[src/hdl/led_status_pkg.sv]
// package: register indices, bit positions and carrier types for string status
package led_status_pkg;
  localparam int           num_strings       = 4;
  localparam logic [7:0]   strings_one_two_index   = 8'h05;
  localparam logic [7:0]   strings_three_four_index = 8'h06;
  localparam logic [7:0]   status_reset_value = 8'h00;
  // bit positions within one status register
  localparam int           first_unused_flag  = 7;
  localparam int           second_unused_flag = 6;
  localparam int           first_ov_bit       = 5;
  localparam int           first_open_bit     = 4;
  localparam int           first_unused_bit   = 3;
  localparam int           second_ov_bit      = 2;
  localparam int           second_open_bit    = 1;
  localparam int           second_unused_bit  = 0;
  // over-voltage threshold in millivolts, compared in the analog front end
  localparam int           ov_threshold_mv    = 6750;

  typedef struct packed {
    logic       write_en;
    logic       read_en;
    logic [7:0] index;
    logic [7:0] data;
  } reg_req_type;

  typedef struct packed {
    logic [num_strings-1:0] overvoltage;
    logic [num_strings-1:0] open;
  } string_sense_type;
endpackage

[src/hdl/led_string_fault_status_regs.sv]
// string fault status registers with unused-string masking and fault flag
//
// Operation
// - host sets string one unused flag (bit 7); device masks its faults
// - unused strings leave detection, status bits and the fault flag
// - write acknowledge is given at the same edge that masking takes effect, never before
// - host sets string two unused flag (bit 6); device masks its faults
// - over-voltage bit high while drain above threshold; bits 5 and 2
// - open bit set when string is open; bits 4 and 1
// - unused status bit reads one while string unused; bits 3 and 0
// - strings three and four share the same status layout
// - strings one and two status decoded at register index 05h
// - active-low fault flag is the NOR of all unmasked faults
`timescale 1ns/1ps
`default_nettype none
module led_string_fault_status_regs
  import led_status_pkg::*;
(
  input  wire logic             mclk,
  input  wire logic             rstn,
  input  wire reg_req_type      req,
  input  wire string_sense_type sense,
  input  wire logic             other_fault,
  output var  logic [7:0]       read_data,
  output var  logic             write_ack,
  output var  logic             fault_flag_n
);
  logic [num_strings-1:0] unused_flag;
  logic [num_strings-1:0] ov_status;
  logic [num_strings-1:0] open_status;
  logic [num_strings-1:0] next_unused_flag;
  logic [num_strings-1:0] next_ov_status;
  logic [num_strings-1:0] next_open_status;
  logic [7:0]             next_read_data;
  logic [7:0]             reg_one_two;
  logic [7:0]             reg_three_four;
  logic                   hit_one_two;
  logic                   hit_three_four;
  logic                   any_fault;

  assign hit_one_two    = req.index == strings_one_two_index;
  assign hit_three_four = req.index == strings_three_four_index;

  // only the two top bits are writable; status bits ignore bus writes
  assign next_unused_flag[0] = (req.write_en && hit_one_two) ?
    req.data[first_unused_flag] : unused_flag[0];
  assign next_unused_flag[1] = (req.write_en && hit_one_two) ?
    req.data[second_unused_flag] : unused_flag[1];
  assign next_unused_flag[2] = (req.write_en && hit_three_four) ?
    req.data[first_unused_flag] : unused_flag[2];
  assign next_unused_flag[3] = (req.write_en && hit_three_four) ?
    req.data[second_unused_flag] : unused_flag[3];

  // masking uses the flag being written (next_unused_flag), so a fault seen in the write
  // cycle is already dropped at the same edge that raises the ack
  assign next_ov_status   = sense.overvoltage & ~next_unused_flag;
  assign next_open_status = sense.open & ~next_unused_flag;

  function automatic logic [7:0] pack_pair(input logic [1:0] flag,
                                           input logic [1:0] ov,
                                           input logic [1:0] op);
    logic [7:0] r;
    r = status_reset_value;
    r[first_unused_flag]  = flag[0];
    r[second_unused_flag] = flag[1];
    r[first_ov_bit]       = ov[0];
    r[first_open_bit]     = op[0];
    r[first_unused_bit]   = flag[0];
    r[second_ov_bit]      = ov[1];
    r[second_open_bit]    = op[1];
    r[second_unused_bit]  = flag[1];
    return r;
  endfunction

  assign reg_one_two    = pack_pair(unused_flag[1:0], ov_status[1:0],
                                    open_status[1:0]);
  assign reg_three_four = pack_pair(unused_flag[3:2], ov_status[3:2],
                                    open_status[3:2]);
  assign next_read_data = !req.read_en ? read_data :
                          hit_one_two ? reg_one_two :
                          hit_three_four ? reg_three_four :
                          status_reset_value;
  assign any_fault = (|next_ov_status) | (|next_open_status) | other_fault;

  always_ff @(posedge mclk or negedge rstn) begin
    if (!rstn) begin
      unused_flag  <= '0;
      ov_status    <= '0;
      open_status  <= '0;
      read_data    <= status_reset_value;
      write_ack    <= 1'b0;
      fault_flag_n <= 1'b1;
    end else begin
      unused_flag  <= next_unused_flag;
      ov_status    <= next_ov_status;
      open_status  <= next_open_status;
      read_data    <= next_read_data;
      // ack leaves with the mask in the same edge, never before it
      write_ack    <= req.write_en && (hit_one_two || hit_three_four);
      fault_flag_n <= ~any_fault;
    end
  end
endmodule
`default_nettype wire

[config.mk]
export PLATFORM = sky130hd
export DESIGN_NAME = led_string_fault_status_regs
export DESIGN_NICKNAME = d
export VERILOG_FILES = /design/src/hdl/led_status_pkg.sv /design/src/hdl/led_string_fault_status_regs.sv
export SDC_FILE = /design/constraint.sdc
export NUM_CORES = 1
export LEC_CHECK = 0
export BUFFER_PORTS_ARGS = -buffer_cell sky130_fd_sc_hd__buf_2
export CORE_UTILIZATION = 34
export DETAILED_ROUTE_END_ITERATION = 6
export SETUP_SLACK_MARGIN = 0.5
export SYNTH_ARGS = -nofsm -noshare
export SYNTH_HDL_FRONTEND = slang
export SYNTH_SLANG_ARGS = --single-unit
[constraint.sdc]
create_clock -name mclk -period 1.45 [get_ports mclk]
set_clock_uncertainty 0.2 [all_clocks]
set_input_delay 0.29 -clock mclk [delete_from_list [all_inputs] [get_ports mclk]]
set_output_delay 0.29 -clock mclk [all_outputs]
set_load 0.01 [all_outputs]
# After elaboration in Yosys (flattened, before gate mapping)
# Cells that the tools add are included.
# Widths: inputs -> output; s select.
# totals
ramBits	0
out_inout_bits	10
memories	0
input_bits	29
latch_bits	0
elab_cells	26
register_bits	22
rom_bits	0
# classes
shifts	0
reduce_logical	6
multipliers	0
n_lt_le_gt_ge	0
n_eq_ne	2
muxes	6
bitwise_logic	6
n_div	0
addsub	0
# op_table
operator	count
$eq 8x3->1 const B	2
$mux 8	2
$and 4x4->4	2
$reduce_or 4->1	2
$mux 1	4
$not 4->4	1
$logic_and 1x1->1	3
$or 1x1->1	2
$logic_or 1x1->1	1
$not 1->1	1

# Logic depth before layout (Yosys ltp)
# logic_depth
depth_word	9
ltp_mapped	6
ltp_nobuf	4

# Least setup slack after synthesis
# OpenSTA, ideal clock, no wires.
# synth_path
kind	input to register
startpoint	input req[13] (netlist name)
endpoint	register open_status[0]
cell_stages	6
setup_time_ns	0.119
slack_ns	-0.556
arrival_time_ns	1.687
path_buffers	2
required_ns	1.131
cell_sequence	or4_1 -> buf_2 -> or3_1 -> buf_2 -> mux2i_1 -> and2_1
# synth_between
elab_chain_cells	5
# synth_lines
element	line	rtl
start, declared	led_string_fault_status_regs.sv:21	input wire reg_req_type req,
$eq 8x3->1	led_string_fault_status_regs.sv:41	assign hit_one_two = req.index == strings_one_two_index;
$logic_and 1x1->1	led_string_fault_status_regs.sv:45	assign next_unused_flag[0] = (req.write_en && hit_one_two) ?
$mux 1	led_string_fault_status_regs.sv:45	
$not 4->4	led_string_fault_status_regs.sv:57	assign next_open_status = sense.open & ~next_unused_flag;
$and 4x4->4	led_string_fault_status_regs.sv:57	
named net next_open_status[0]	led_string_fault_status_regs.sv:33	logic [num_strings-1:0] next_open_status;
end signal, assigned	led_string_fault_status_regs.sv:96	open_status <= next_open_status;
end, declared	led_string_fault_status_regs.sv:30	logic [num_strings-1:0] open_status;
# The timed path passes the listed nets, and every way through them passes these cells.
# A chain may end at the register's enable or synchronous reset.

# Worst setup path after layout
# layout_path
startpoint	input req[8] (netlist name)
endpoint	register ov_status[3]
# layout_between
elab_chain_cells	5
# layout_lines
element	line	rtl
$eq 8x3->1	led_string_fault_status_regs.sv:42	assign hit_three_four = req.index == strings_three_four_index;
$logic_and 1x1->1	led_string_fault_status_regs.sv:51	assign next_unused_flag[3] = (req.write_en && hit_three_four) ?
$mux 1	led_string_fault_status_regs.sv:51	
$not 4->4	led_string_fault_status_regs.sv:56	assign next_ov_status = sense.overvoltage & ~next_unused_flag;
$and 4x4->4	led_string_fault_status_regs.sv:56	
named net next_ov_status[3]	led_string_fault_status_regs.sv:32	logic [num_strings-1:0] next_ov_status;
end signal, assigned	led_string_fault_status_regs.sv:95	ov_status <= next_ov_status;
end, declared	led_string_fault_status_regs.sv:29	logic [num_strings-1:0] ov_status;
# The timed path passes the listed nets, and every way through them passes these cells.

==> out/results.txt <==
Net count, final -> 158
H-tree levels -> 1
DR WL/cell -> 12.54 um
Worst EP required -> 1440 ps
Slew @ Worst Pin -> 434.3 ps
Static Leak -> 0.6510 nW
Hold Crit Class -> primary input to asynchronous set/reset pin
Worst-Skew Late Latency -> 290 ps
unrepaired setup endpoints after global routing -> yes
Critical Path Fanout Max -> 4
CTS clk-pin slew, worst paths -> 110 ps
flops & latches, synth -> 20
Remaining DRCs -> 0
Die Height -> 53.69 um
Synth top area share -> 0.5234
Slew headroom -> 0.7105
aggregate global-route resource usage -> 0.1601
final setup margin -> -243.1 ps
Slew Viols, Final -> 0
Max rail drop VDD -> 458.1 uV
Power Density -> 836.9 mW/mm^2
register area share after synthesis -> 0.5523
Hold WS -> -283.1 ps
Util after Layout -> 0.5225
CTS root buffer -> clkbuf_4
Tot Pwr -> 0.001093 W
Distinct cells, synth -> 20
clock sinks -> 20
Die Area -> 0.002883 sq mm
CTS tree -> yes
Yosys warning total -> 0
status -> finished with violations
GP Congestion -> 0.8694
Diodes inserted -> 0
CP Class -> primary input to flop
synth-to-layout area growth -> 43.80%
synthesized net count -> 115
Mapped Area -> 908.4 sq um
Vias/cell -> 4.905
# IOs -> 39
final period demand of the worst path -> 1693 ps
dpl hpwl -> 1.456 mm
arrival time worst endpoint -> 1680 ps
CP endpoint kind -> flop
IO Port Bufs -> 32
total grt overflow -> 0
maxcap violations -> 0
failing checks -> negative hold slack, negative setup slack
WL final -> 1.981 mm
row count -> 18
Inserted Clock Buffers -> 3
post-route ant nets -> 0
period utilization -> 1.168
initial antenna violation count -> 0
Vias -> 775
Worst setup SP type -> primary input
final hold vios -> 19
die width -> 53.69 um
syn avg cell area -> 10.56 sq um
vias in the first global route -> 743
largest net degree at the start of global routing -> 21
Initial Util -> 0.3634
top cells by area, synth -> dfrtp_1 52%, and2_1 5.5%, a22oi_1 5.0%
Max Fclk -> 0.5906 GHz
Synth Instances -> 86
Synth area leader -> dfrtp_1
Clock Path Buffers -> 2
ratio of cells with drive above 1 in the final layout -> 0.4609
final setup fails -> 20
first-iteration detailed-routing DRC count -> 14
first-pass GRT wire length -> 3.167 mm
setup TNS -> -2984 ps
Core Box Area -> 0.002500 sq mm
drt pass-1 iters -> 4
Yosys cell counts:
cell,instances
o31ai_1,2
dfstp_2,1
mux2i_1,3
and4b_1,1
o221ai_1,2
buf_2,2
nand2b_1,6
or4_1,1
or3_1,2
nor2_1,10
o21a_1,2
o2111ai_1,2
dfrtp_1,19
inv_1,8
a21oi_1,6
or4bb_1,2
and2_1,8
clkbuf_1,1
buf_4,2
a22oi_1,6
per-layer routing:
layer	vias up	wire, um	share of wire	track usage
met3	2	93	0.047	0.03955
met2	27	1009	0.51	0.2798
met1	367	864	0.44	0.1842
met4	0	13	0.0066	0.06579
met5	-	0	0	0
li1	379	-	-	-
registers in the layout, summed over array words and instances (netlist names):
register	count
read_data	6
unused_flag	4
open_status	4
ov_status	4
write_ack	1
fault_flag_n	1
layout make-up:
cell class | instances | area (sq um)
clock buffers | 4 | 36.28
fillers | 239 | 1194
inverters | 8 | 30.03
multi-input cells | 53 | 422.9
flip-flops and latches | 20 | 501.7
well taps | 30 | 37.54
repair buffers | 43 | 277.8
worst max-delay path, stage by stage:
cell and delay [ps]:
buf_6 90, or4bb_1 510, or3_4 420, o21a_1 210, and2_1 170
stage by stage:
step | hold slack, ps | instances | cell area, sq um | setup WS, ps
2_1_floorplan | -205.6 | 86 | 915.9 | -499.3
3_5_place_dp | 61.55 | 148 | 1115 | -640.5
5_1_grt | -272.9 | 158 | 1306 | -242.4
3_3_place_gp | 56.64 | 148 | 1115 | -647.1
4_1_cts | -279.4 | 157 | 1259 | -213.4
6_report | -283.1 | 158 | 1306 | -243.1
worst paths after layout:
path	from	end	slack, ps	cells past startpoint
worst max-delay path	req[8]	ov_status[3]$_DFF_PN0_	-240	5
worst min-delay path	rstn	unused_flag[0]$_DFF_PN0_	-280	1
worst max register to register	unused_flag[1]$_DFF_PN0_	fault_flag_n$_DFF_PN1_	180	4
worst min register to register	read_data[6]$_DFFE_PN0P_	read_data[6]$_DFFE_PN0P_	350	2
max in group asynchronous	rstn	fault_flag_n$_DFF_PN1_	1000	1
min in group mclk	sense[6]	ov_status[2]$_DFF_PN0_	30	2
timing repair:
item | 4_1_cts | 5_1_grt
pin swaps | 8 | 12
buffers inserted | 5 | 1
resized for setup | 12 | 8
hold endpoints to repair | 19 | 19
setup endpoints to repair | 30 | 30
cell usage in the layout (no fill, tap or decap), types with 2 or more instances in the layout:
cell type,count
clkbuf_4,3
a21oi_1,6
buf_2,27
buf_4,10
o2111ai_1,2
dfrtp_1,19
and2_1,6
nand2b_1,6
or4bb_1,2
inv_1,8
a22oi_1,6
nor2_1,10
o21a_1,2
or3_4,2
o221ai_2,2
and2_4,2
buf_6,6
o31ai_4,2
cells by family (layout without fill, tap and decap cells):
logic type      after synthesis  in the layout  share of synthesized area
compound gates               20             20                     0.1543
buf+inv                      13             55                    0.06473
flops                        20             20                     0.5524
mux                           3              3                    0.03306
simple gates                 30             30                     0.1956
report_power, final:
| group | leakage (nW) | switching, W | internal, W |
|---|---|---|---|
| sequential | 0.248 | 0.0000158 | 0.000586 |
| combinational | 0.382 | 0.0000801 | 0.0000938 |
| clock | 0.0210 | 0.000165 | 0.000153 |
| total | 0.651 | 0.000261 | 0.000833 |
Note: power is estimated with default switching activity, not from simulation.
